--- src/sewg_pkg.sv ---
// Purpose: Shared constants for the serial EEPROM write-guard device logic
// Assumes: 200 MHz system clock, serial pins sampled synchronously
// Notes: Times are kept in their own unit, cycle counts derived here
package sewg_pkg;
  // Clock period in picoseconds
  localparam int unsigned CLK_PERIOD_PS = 5000;
  // Opcodes, MSB first on the serial input
  localparam logic [7:0] OP_SET_WRITE_LATCH = 8'h06;
  localparam logic [7:0] OP_CLEAR_WRITE_LATCH = 8'h04;
  localparam logic [7:0] OP_READ = 8'h03;
  localparam logic [7:0] OP_WRITE = 8'h02;
  // Power-up and program times in milliseconds
  localparam int unsigned POWERUP_READ_DELAY_MS = 1;
  localparam int unsigned POWERUP_WRITE_DELAY_MS = 5;
  localparam int unsigned NV_PROGRAM_TIME_MS = 10;
  // Cycles per millisecond first, so the products stay within 32 bits
  localparam int unsigned CYCLES_PER_MS = 1000000000 / CLK_PERIOD_PS;
  // Longest times round down to whole cycles
  localparam int unsigned POWERUP_READ_CYCLES =
    POWERUP_READ_DELAY_MS * CYCLES_PER_MS;
  localparam int unsigned POWERUP_WRITE_CYCLES =
    POWERUP_WRITE_DELAY_MS * CYCLES_PER_MS;
  localparam int unsigned NV_PROGRAM_CYCLES =
    NV_PROGRAM_TIME_MS * CYCLES_PER_MS;
  // Clock counts at which a write may legally end
  localparam int unsigned WRITE_END_MIN = 24;
  localparam int unsigned WRITE_END_MAX = 48;
  localparam int unsigned WRITE_END_STEP = 8;
  // Memory geometry
  localparam int unsigned MEM_DEPTH = 256;
  localparam int unsigned PAGE_BYTES = 4;
  // Reset values
  localparam logic LATCH_RESET = 1'b0;
endpackage

--- src/sewg_timer_if.sv ---
// Purpose: Carrier between the core and its delay timer
// Assumes: One clock domain
// Notes: Start is a one-cycle pulse, busy and the ready flags are levels
`timescale 1ns/1ps
interface sewg_timer_if;
  logic start; // Begin a program interval
  logic busy; // Program interval running
  logic read_ready; // Power-up read delay elapsed
  logic write_ready; // Power-up write delay elapsed
  modport core (output start, input busy, read_ready, write_ready);
  modport timer (input start, output busy, read_ready, write_ready);
endinterface

--- src/sewg_timer.sv ---
// Purpose: Power-up delays and the self-timed program interval
// Assumes: Reset stands for power being applied
// Notes: Counts are parameters so simulation can shorten them
`timescale 1ns/1ps
module sewg_timer
  import sewg_pkg::*;
#(
  parameter int unsigned READ_CYCLES = POWERUP_READ_CYCLES,
  parameter int unsigned WRITE_CYCLES = POWERUP_WRITE_CYCLES,
  parameter int unsigned PROG_CYCLES = NV_PROGRAM_CYCLES
) (
  // Clock and reset
  input wire logic clk,
  input wire logic rst,
  // Core side
  sewg_timer_if.timer tif
);
  logic [31:0] pu_cnt; // Cycles since power-up, saturating
  logic [31:0] prog_cnt; // Cycles left in the program interval
  // Power-up counter stops once the longer delay has passed
  always_ff @(posedge clk) begin
    if (rst) begin
      pu_cnt <= 32'h0;
    end else if (pu_cnt < WRITE_CYCLES) begin
      pu_cnt <= pu_cnt + 32'h1;
    end
  end
  // Ready flags: reads within 1 ms, writes within 5 ms
  always_ff @(posedge clk) begin
    if (rst) begin
      tif.read_ready <= 1'b0;
      tif.write_ready <= 1'b0;
    end else begin
      tif.read_ready <= (pu_cnt >= READ_CYCLES);
      tif.write_ready <= (pu_cnt >= WRITE_CYCLES);
    end
  end
  // Program interval, never longer than the program time
  always_ff @(posedge clk) begin
    if (rst) begin
      prog_cnt <= 32'h0;
    end else if (tif.start) begin
      prog_cnt <= PROG_CYCLES;
    end else if (prog_cnt != 32'h0) begin
      prog_cnt <= prog_cnt - 32'h1;
    end
  end
  assign tif.busy = (prog_cnt != 32'h0);
endmodule // sewg_timer

--- src/sewg_core.sv ---
// Purpose: Serial EEPROM device logic with write-arm latch and guards
// Assumes: Serial pins synchronous to SYS_CLK, RST models power-up
// Notes: Serial clock edges are found by sampling against SYS_CLK
// Operation
// - Power up idle, no instruction until selected
// - Select falling edge, or select low as reset ends, needed before first command
// - Serial output high impedance at power-up
// - Write-arm latch cleared at power-up
// - Latch set only by set command; guards writes
// - Program starts only at permitted deselect counts
// - Write-guard low clears the write-arm latch
// - Program cycle ends within 10 ms
// - Pause low floats output; high drives again
// - Eight-bit MSB-first opcodes, four commands
// - Clear command and program end clear latch
// - Write ends after clock 24, 32, 40, 48
`timescale 1ns/1ps
module sewg_core
  import sewg_pkg::*;
#(
  parameter int unsigned READ_CYCLES = POWERUP_READ_CYCLES,
  parameter int unsigned WRITE_CYCLES = POWERUP_WRITE_CYCLES,
  parameter int unsigned PROG_CYCLES = NV_PROGRAM_CYCLES
) (
  // System
  input wire logic SYS_CLK,
  input wire logic RST,
  // Serial bus
  input wire logic SEL_N,
  input wire logic SCLK,
  input wire logic SDI,
  output logic SDO,
  output logic SDO_OE,
  // Guard and pause pins
  input wire logic WGUARD_N,
  input wire logic PAUSE_N,
  // Status
  output logic PROG_BUSY,
  output logic WRITE_LATCH
);
  typedef enum logic [2:0] {
    ST_STANDBY, ST_OPCODE, ST_ADDR, ST_WDATA, ST_RDATA, ST_IGNORE
  } sewg_state_e;

  sewg_timer_if tif ();
  sewg_timer #(
    .READ_CYCLES(READ_CYCLES),
    .WRITE_CYCLES(WRITE_CYCLES),
    .PROG_CYCLES(PROG_CYCLES)
  ) u_timer (
    .clk(SYS_CLK),
    .rst(RST),
    .tif(tif)
  );

  logic [7:0] mem [MEM_DEPTH]; // Nonvolatile array
  logic [7:0] page_buf [PAGE_BYTES]; // Staged page data
  logic [PAGE_BYTES-1:0] page_valid; // Staged byte flags
  sewg_state_e state; // Transaction state
  logic sclk_q; // Last serial clock sample
  logic sel_q; // Last select sample
  logic seen_fall; // Select has fallen since power-up
  logic [7:0] shreg; // Incoming shift register
  logic [5:0] clk_cnt; // Serial clocks in this transaction
  logic [2:0] bit_cnt; // Bit within current byte
  logic [7:0] addr; // Byte address
  logic [7:0] prog_addr; // Page base for programming
  logic [7:0] rd_byte; // Byte being shifted out
  logic is_write; // Transaction is a write
  logic wr_abort; // Write spoiled by guard pin
  logic start_prog; // One-cycle program start
  logic busy_q; // Delayed busy for end detect

  // Edge decode, serial clock edges held still during a pause
  wire run = PAUSE_N;
  wire sclk_rise = run & SCLK & ~sclk_q;
  wire sclk_fall = run & ~SCLK & sclk_q;
  wire sel_fall = sel_q & ~SEL_N;
  wire sel_rise = ~sel_q & SEL_N;
  wire [7:0] next_shreg = {shreg[6:0], SDI};
  wire byte_done = sclk_rise & (bit_cnt == 3'h7);
  wire [5:0] next_clk_cnt = clk_cnt + 6'h1;
  // Deselect at 24..48 in steps of 8 counts as a valid write end
  wire legal_end = (clk_cnt >= 6'(WRITE_END_MIN)) &&
    (clk_cnt <= 6'(WRITE_END_MAX)) && (clk_cnt[2:0] == 3'h0);
  wire write_ok = is_write & ~wr_abort & WRITE_LATCH & tif.write_ready &
    ~tif.busy;
  wire prog_end = busy_q & ~tif.busy;
  wire [1:0] pslot = addr[1:0];
  // No staging while programming, so a late frame cannot spoil the page
  wire stage_byte = (state == ST_WDATA) & byte_done & ~SEL_N &
    ~tif.busy;
  wire stage_clear = sel_fall & ~tif.busy;
  // Page base is taken only when a program cycle really starts
  wire prog_go = sel_rise & write_ok & legal_end;

  assign tif.start = start_prog;

  // Sample history for edge detection
  always_ff @(posedge SYS_CLK) begin
    if (RST) begin
      sclk_q <= 1'b0;
      sel_q <= 1'b1;
      busy_q <= 1'b0;
    end else begin
      sclk_q <= run ? SCLK : sclk_q;
      sel_q <= SEL_N;
      busy_q <= tif.busy;
    end
  end

  // First select fall arms the command decoder
  always_ff @(posedge SYS_CLK) begin
    if (RST) begin
      seen_fall <= 1'b0;
    end else if (sel_fall) begin
      seen_fall <= 1'b1;
    end
  end

  // Transaction state machine
  always_ff @(posedge SYS_CLK) begin
    if (RST) begin
      state <= ST_STANDBY;
      clk_cnt <= 6'h0;
      bit_cnt <= 3'h0;
      shreg <= 8'h0;
      addr <= 8'h0;
      is_write <= 1'b0;
      rd_byte <= 8'h0;
    end else if (SEL_N) begin
      state <= ST_STANDBY;
      clk_cnt <= 6'h0;
      bit_cnt <= 3'h0;
      is_write <= 1'b0;
    end else if (sel_fall && seen_fall == 1'b0) begin
      state <= ST_OPCODE;
    end else if (sel_fall || state == ST_STANDBY) begin
      state <= seen_fall ? ST_OPCODE : ST_STANDBY;
      clk_cnt <= 6'h0;
      bit_cnt <= 3'h0;
    end else if (sclk_rise) begin
      shreg <= next_shreg;
      bit_cnt <= bit_cnt + 3'h1;
      // Count saturates; any count past 48 is illegal anyway
      clk_cnt <= (clk_cnt == 6'h3F) ? clk_cnt : next_clk_cnt;
      if (byte_done) begin
        case (state)
          ST_OPCODE: begin
            // Reads wait for the power-up read delay
            if (next_shreg == OP_READ && tif.read_ready) begin
              state <= ST_ADDR;
            end else if (next_shreg == OP_WRITE) begin
              state <= ST_ADDR;
              is_write <= 1'b1;
            end else begin
              state <= ST_IGNORE;
            end
          end
          ST_ADDR: begin
            addr <= next_shreg;
            rd_byte <= mem[next_shreg];
            state <= is_write ? ST_WDATA : ST_RDATA;
          end
          ST_WDATA: begin
            // Page wraps within four bytes
            addr <= {addr[7:2], pslot + 2'h1};
          end
          ST_RDATA: begin
            addr <= addr + 8'h1;
            rd_byte <= mem[addr + 8'h1];
          end
          default: begin
            state <= ST_IGNORE;
          end
        endcase
      end
    end
  end

  // Staged page data, committed only by the program cycle
  always_ff @(posedge SYS_CLK) begin
    if (RST || stage_clear) begin
      page_valid <= '0;
    end else if (stage_byte) begin
      page_buf[pslot] <= next_shreg;
      page_valid[pslot] <= 1'b1;
    end
  end

  // Write spoiled if the guard drops while selected; set beats clear
  always_ff @(posedge SYS_CLK) begin
    if (RST) begin
      wr_abort <= 1'b0;
    end else if (!SEL_N && !WGUARD_N) begin
      wr_abort <= 1'b1;
    end else if (sel_fall) begin
      wr_abort <= 1'b0;
    end
  end

  // Program start on a legal deselect only
  always_ff @(posedge SYS_CLK) begin
    if (RST) begin
      start_prog <= 1'b0;
      prog_addr <= 8'h0;
    end else begin
      start_prog <= prog_go;
      if (prog_go) begin
        prog_addr <= {addr[7:2], 2'h0};
      end
    end
  end

  // Program array once the interval completes
  always_ff @(posedge SYS_CLK) begin
    if (prog_end) begin
      for (int i = 0; i < PAGE_BYTES; i++) begin
        if (page_valid[i]) begin
          mem[{prog_addr[7:2], 2'(i)}] <= page_buf[i];
        end
      end
    end
  end

  // Write-arm latch: set command only, many ways to clear
  always_ff @(posedge SYS_CLK) begin
    if (RST) begin
      WRITE_LATCH <= LATCH_RESET;
    end else if (!WGUARD_N) begin
      WRITE_LATCH <= 1'b0;
    end else if (prog_end || tif.busy) begin
      WRITE_LATCH <= 1'b0;
    end else if (sel_rise && state == ST_IGNORE && clk_cnt == 6'h8) begin
      // Command counts only if select rises right after bit eight
      if (shreg == OP_SET_WRITE_LATCH) begin
        WRITE_LATCH <= 1'b1;
      end else if (shreg == OP_CLEAR_WRITE_LATCH) begin
        WRITE_LATCH <= 1'b0;
      end
    end
  end

  // Serial output, driven only in a read and not paused
  always_ff @(posedge SYS_CLK) begin
    if (RST) begin
      SDO <= 1'b0;
      SDO_OE <= 1'b0;
      PROG_BUSY <= 1'b0;
    end else begin
      PROG_BUSY <= tif.busy;
      SDO_OE <= !SEL_N && PAUSE_N && state == ST_RDATA;
      if (sclk_fall && state == ST_RDATA) begin
        SDO <= rd_byte[3'h7 - bit_cnt];
      end
    end
  end
endmodule // sewg_core

--- config.mk ---
export PLATFORM = sky130hd
export DESIGN_NAME = sewg_core
export DESIGN_NICKNAME = d
export VERILOG_FILES = /design/src/sewg_pkg.sv /design/src/sewg_timer_if.sv /design/src/sewg_timer.sv /design/src/sewg_core.sv
export SDC_FILE = /design/constraint.sdc
export NUM_CORES = 2
export LEC_CHECK = 0
export BUFFER_PORTS_ARGS = -buffer_cell sky130_fd_sc_hd__buf_2
export CAP_MARGIN = 20
export CORE_MARGIN = 1
export CORE_UTILIZATION = 45
export DETAILED_ROUTE_END_ITERATION = 8
export SYNTH_ARGS = -nofsm -noshare
export SYNTH_HDL_FRONTEND = slang
export SYNTH_SLANG_ARGS = --single-unit
export TNS_END_PERCENT = 100
--- constraint.sdc ---
create_clock -name SYS_CLK -period 5.4 [get_ports SYS_CLK]
set_clock_uncertainty 0.2 [all_clocks]
set_input_delay 1.08 -clock SYS_CLK [delete_from_list [all_inputs] [get_ports SYS_CLK]]
set_output_delay 1.08 -clock SYS_CLK [all_outputs]
set_load 0.05 [all_outputs]
======== Yosys cells after proc, flatten, opt, wreduce, memory -nomap -nowiden ========
Memory sizes are Yosys's and may differ from the RTL's.
Index checks and enable logic that the tools add are counted.
cells by class
  add/subtract/negate cells ............... 7
  order comparisons ....................... 8
  equal/unequal tests ..................... 15
  multiplexer cells ....................... 41
  bitwise gates (word level) .............. 31
  reduce and logical (&&, ||, !) cells .... 43
operator list
  cell                                                                                    count
  21-bit two-way mux                                                                      2
  32-bit by 1-bit adder with 32-bit output (second input constant)                        1
  32-bit by 18-bit greater-or-equal comparator with 1-bit output (second input constant)  1
  32-bit by 20-bit greater-or-equal comparator with 1-bit output (second input constant)  1
  32-bit by 20-bit < comparator with 1-bit output (second input constant)                 1
  32-bit nonzero test                                                                     1
  32-bit by 1-bit subtractor with 32-bit output (second input constant)                   1
  3-bit two-way mux                                                                       8
  8-bit one-hot mux with 3 select lines                                                   1
  1-bit two-way mux                                                                       23
  1-bit AND                                                                               18
  6-bit two-way mux                                                                       3
  8-bit by 2-bit equality test with 1-bit output (second input constant)                  2
  8-bit by 3-bit equality test with 1-bit output (second input constant)                  2
  8-bit one-hot mux with 2 select lines                                                   1
  7-bit AND reduction                                                                     2
  1-bit NOT                                                                               12
  6-bit AND reduction                                                                     2
  2-bit nonzero test                                                                      6
  1-bit logical AND                                                                       11
  3-bit equality test (second input constant)                                             3
  3-bit one-hot mux with 3 select lines                                                   1
  3-bit AND reduction                                                                     3
  3-bit nonzero test                                                                      3
  27 further kinds                                                                        36
storage, ports and cells
  register bits after elaboration ......... 122
  memory bits (writable) .................. 2080
  input bits .............................. 7
  output and inout port bits .............. 4
  word-level logic and storage cells ...... 172
  memories kept ........................... 2
memory list
  memory    words  width  rd ports  clocked after Yosys merged registers in  wr ports  RTL line         RTL
  mem       256    8      2         0                                        4         sewg_core.sv:56  logic [7:0] mem [MEM_DEPTH];
  page_buf  4      8      4         0                                        1         sewg_core.sv:57  logic [7:0] page_buf [PAGE_BYTES];

======== Longest topological paths before layout ========
  depth after elaboration ................. 9
  depth in mapped cells ................... 21
  gate-level depth less buffers ........... 10

======== Modules after synthesis ========
From an unflattened synthesis, not the netlist that was laid out.
second synthesis, totals
  cells, all modules ...................... 5762
  area, all modules ....................... 103441.7 um2
modules (own cells, without submodules)
  module      times used  cells an instance  area an instance (um2)
  sewg_core   1           5402               100253.7
  sewg_timer  1           360                3188.1

======== Worst setup path before layout ========
Ideal clock, no wire load.
  path kind ............................... register to register
  from .................................... reg addr[0]
  to ...................................... reg rd_byte[1]
  library setup time ...................... 0.137 ns
  arrival time ............................ 4.772 ns
  required time ........................... 5.063 ns
  path slack .............................. 0.291 ns
  cell stages (with the launch flop) ...... 22
  path buffers ............................ 12
  cells stage by stage .................... dfxtp_1 > buf_4 > buf_6 > buf_4 > buf_4 > buf_4 > buf_4 > clkinv_1 > buf_2 > ha_1 > buf_4 > buf_2 > buf_2 > buf_1 > buf_1 > mux4_2 > nand2_1 > nand3_1 > nand4_1 > o2111ai_1 > a2111oi_0 > o32ai_1
between the ends
  cells in the longest elaborated chain, start to end .. 3
ends and longest elaborated chain
  item                                    RTL line          RTL
  start, declared                         sewg_core.sv:66   logic [7:0] addr;
  start signal, assigned                  sewg_core.sv:161  addr <= next_shreg;
  start signal, assigned                  sewg_core.sv:167  addr <= {addr[7:2], pslot + 2'h1};
  start signal, assigned                  sewg_core.sv:170  addr <= addr + 8'h1;
  8-bit by 1-bit adder with 8-bit output  sewg_core.sv:171  rd_byte <= mem[addr + 8'h1];
  memory 256 x 8 bit                      --
  8-bit one-hot mux with 2 select lines   sewg_core.sv:148  case (state)
  end signal, assigned                    sewg_core.sv:162  rd_byte <= mem[next_shreg];
  end signal, assigned                    sewg_core.sv:171
  end, declared                           sewg_core.sv:68   logic [7:0] rd_byte;
No other way between the ends.
A chain may end at the register's enable or synchronous reset.

======== Worst setup path after layout ========
  from .................................... reg addr[3]
  to ...................................... reg rd_byte[7]
Same word-level chain as after synthesis.

==> results by group <==
Layout
  • Multi-input combinational cell area: 35900 sq um
  • Leading cell type in the layout, fill and taps excluded: edfxtp_1
  • Layout Nets: 5934
  • Most frequent cells in the layout: 2080 x edfxtp_1, 1109 x mux4_2, 537 x nand2_1, 400 x nor2_1, 339 x buf_4
  • Seq. cell area: 64900 sq um
  • Fraction of layout instances using a drive strength above 1: 31.5%
  • FILL cells: 18100
  • Area Growth Syn to Fin: 13.1%

Detailed routing
  • Vias: 65900
  • 1st-iter DRT viols: 13300
  • DR pass1 iterations: 6
  • Vias per Instance: 7.21
  • WL/cell: 42.8 microns
  • Remaining antenna violation count: 0
  • Drt drc: 0
  • Routed wire length: 391 mm

Global route
  • First-pass GRT wire length: 536 mm
  • Number of global-route vias before repair: 64000
  • Number of antenna violations at the first check in global routing: 38
  • Pin count of the biggest net entering global routing: 82
  • Remaining Overflow, GRT: 0
  • GRT Overall Usage: around a third

Logic synthesis
  • Seq cells post-synth: between 2000 and 2500
  • Synth async-reset ratio: 0%
  • Number of synthesized flops with an enable pin: approximately 2100
  • Syn Std Cell Area: approximately 100000 sq um
  • Distinct cells, synth: 72
  • Main flop type after synthesis: edfxtp_1
  • Post-synthesis cell count: 5714
  • Syn avg cell area: 18.0 sq um
  • Net count after synthesis: between 5000 and 6000
  • Sequential cell area fraction in the yosys report: around 63%
  • Synth Warn #: 0

Timing
  • Hold Slack: about 0.25 ns
  • Final setup fails: 0
  • Relative slew slack: 16.2%
  • Crit path time final: approximately 4.7 ns
  • Tcrit/Tclk final: 87.2%
  • Fin. Hold Viols: 0
  • Pins over their slew limit: 0
  • Final setup TNS: 0 ns
  • Max Fclk: 212 MHz
  • RSZ-0062 raised after global routing: false
  • Slew @ Worst Pin: about 1.3 ns

Placement
  • Routability cong.: 0.994
  • Number of port buffers: 10
  • Detailed Place HPWL: 247 mm

CTS
  • Max H-tree Level: 4
  • Worst skew pair latency: 0.90 ns
  • Clock tree buffer depth: 3
  • Post-CTS resize count: 0
  • Cts bufs inserted: about 230
  • Clock sinks: 2202
  • Clock Tree Root: clkbuf_16
  • Post-CTS Hold Fix Bufs: 0
  • TritonCTS clock tree: done
  • Setup Fix Bufs, Post-CTS: 0
  • Clock slew at reported path FFs: 0.06 ns

Floorplan
  • Std cell rows: ~180
  • Die X: 480 microns
  • Initial Util: 45.2%
  • Die Ht: approximately 480 microns
  • Die area: around 230000 sq um
  • Placeable Area: 227000 sq um
  • IO Pins: 11

Critical path
  • Register-to-Register Setup Slack: between 0.6 and 0.7 ns
  • Maximum fanout along the worst path: 9
  • Setup crit end kind: register
  • Crit. Startpoint: addr[3]
  • RR Endpoint: rd_byte[7]
  • CP arrival: about 5.3 ns
  • Critical Path RT: 5.99 ns
  • R2r startpoint: addr[3]
  • Kind of critical path: register to register
  • Startpoint types: register
  • R2R cell count: 8

Power
  • VDD IR max: 0.330 mV
  • Pwr dens: 310 nW/um^2
  • Switching Power: 0.00773 W
  • Clock power frac: 45.8%
  • Combinational Power Share: 2.6%
  • Internal: 0.0283 W
  • Net Sw Frac: 21.5%
  • LEAKAGE: about 33 nW
  • Sequential share of power: 51.5%

Run status
  • Outcome: finished clean

Worst hold path
  • Hold WC Path Type: primary input to register
  • Worst Hold Path EP: WRITE_LATCH
  • Worst Hold Depth: 3
  • Hold Crit Start: WGUARD_N

Job
  • Max Cap Viol: 0
sequential cells by signal, summed over array words and instances (netlist names), 3 cells and up:
register          flops
addr                  8
bit_cnt               3
clk_cnt               6
mem                2048
page_buf             32
page_valid            4
prog_addr             6
rd_byte               8
shreg                 8
state                 3
u_timer.prog_cnt     32
u_timer.pu_cnt       32
how the worst max path moves through the flow:
stage | end | slack, ns | depth (start not counted)
floorplan | rd_byte[1] | 0.29 | 21
global placement | rd_byte[6] | 0.64 | 8
detailed placement | rd_byte[6] | 0.69 | 8
CTS | mem[104][0] | 0.86 | 9
global route | rd_byte[1] | 0.65 | 9
finish | rd_byte[7] | 0.69 | 8
final cells by class:
cell class | instances | area share [%]
multi-input combinational | 3058 | 30.9
inverter | 22 | 0.0754
timing repair buffer | 404 | 3.20
tap | 3009 | 3.24
clock inverter | 159 | 1.55
sequential | 2202 | 55.9
antenna | 14 | 0.0301
clock buffer | 268 | 5.13
power by group through the flow:
| stage | clock network [W] | registers, W | logic [W] |
|---|---|---|---|
| 6_report | 0.0165 | 0.0186 | 0.000949 |
| 5_1_grt | 0.0172 | 0.0186 | 0.00104 |
| 4_1_cts | 0.0166 | 0.0186 | 0.000941 |
| 3_5_place_dp | 0 | 0.0189 | 0.000935 |
| 3_3_place_gp | 0 | 0.0189 | 0.000924 |
| 2_1_floorplan | 0 | 0.0189 | 0.000709 |
stage by stage:
step / total power (W) / std cells / setup slack [ns] / area [sq um] / util (%)
after detailed placement: 0.0199 / 8695 / 0.689 / 108000 / 47.7
after global routing: 0.0368 / 9123 / 0.648 / 116000 / 51.1
after CTS: 0.0361 / 9122 / 0.855 / 116000 / 51.1
after global placement: 0.0198 / 8693 / 0.645 / 108000 / 47.7
final: 0.0360 / 9136 / 0.689 / 116000 / 51.1
after floorplan: 0.0196 / 5714 / 0.291 / 103000 / -
logic make-up after synthesis:
group	count (synthesis)	synth area share [%]
flip-flops	2202	63.2
buffers and inverters	454	2.11
multiplexers	1268	25.9
adder cells (fa/ha/maj)	11	0.134
AO/OA/AOI/OAI	342	2.34
AND/OR/NAND/NOR	1385	5.96
XOR/XNOR	52	0.443
routing by layer:
metal	routed length, microns	GRT usage (%)
met1	139000	46.4
met2	170000	49.3
met3	60400	11.4
met4	21700	15.9
met5	149	0.166
cells in the mapped netlist, types with 12 or more instances:
cell | count | area [sq um]
nor4_1 | 20 | 125
a221oi_1 | 15 | 131
xor2_1 | 27 | 236
dfxtp_1 | 122 | 2440
nor2b_1 | 35 | 219
a311oi_1 | 28 | 245
inv_1 | 19 | 71.3
o2111ai_1 | 12 | 105
and3_1 | 26 | 163
nand4_1 | 46 | 288
nand2_1 | 542 | 2030
a32oi_1 | 29 | 254
or3_1 | 16 | 100
nand2b_1 | 15 | 93.8
a211oi_1 | 21 | 158
nand3_1 | 176 | 881
mux4_2 | 1109 | 25000
buf_4 | 74 | 556
xnor2_1 | 25 | 219
buf_1 | 46 | 173
o211ai_1 | 22 | 165
edfxtp_1 | 2080 | 62500
mux2i_1 | 150 | 1500
a22oi_1 | 22 | 165
nor3_1 | 40 | 200
o21ai_0 | 33 | 165
o22ai_1 | 17 | 106
nor2_1 | 406 | 1520
a21oi_1 | 74 | 370
a31oi_1 | 18 | 113
clkbuf_1 | 179 | 672
buf_2 | 130 | 651
worst max-delay path, cell delays in order (launching register included):
cell and delay [ns]:
dfxtp_1 0.63, nand3_1 0.35, o21ai_1 0.36, nand2_2 0.49, nor2_1 1.01, nand4_1 0.61
nand4_1 0.50, a221oi_1 0.14, o32ai_1 0.30
Note: power is estimated with default switching activity, not from simulation.
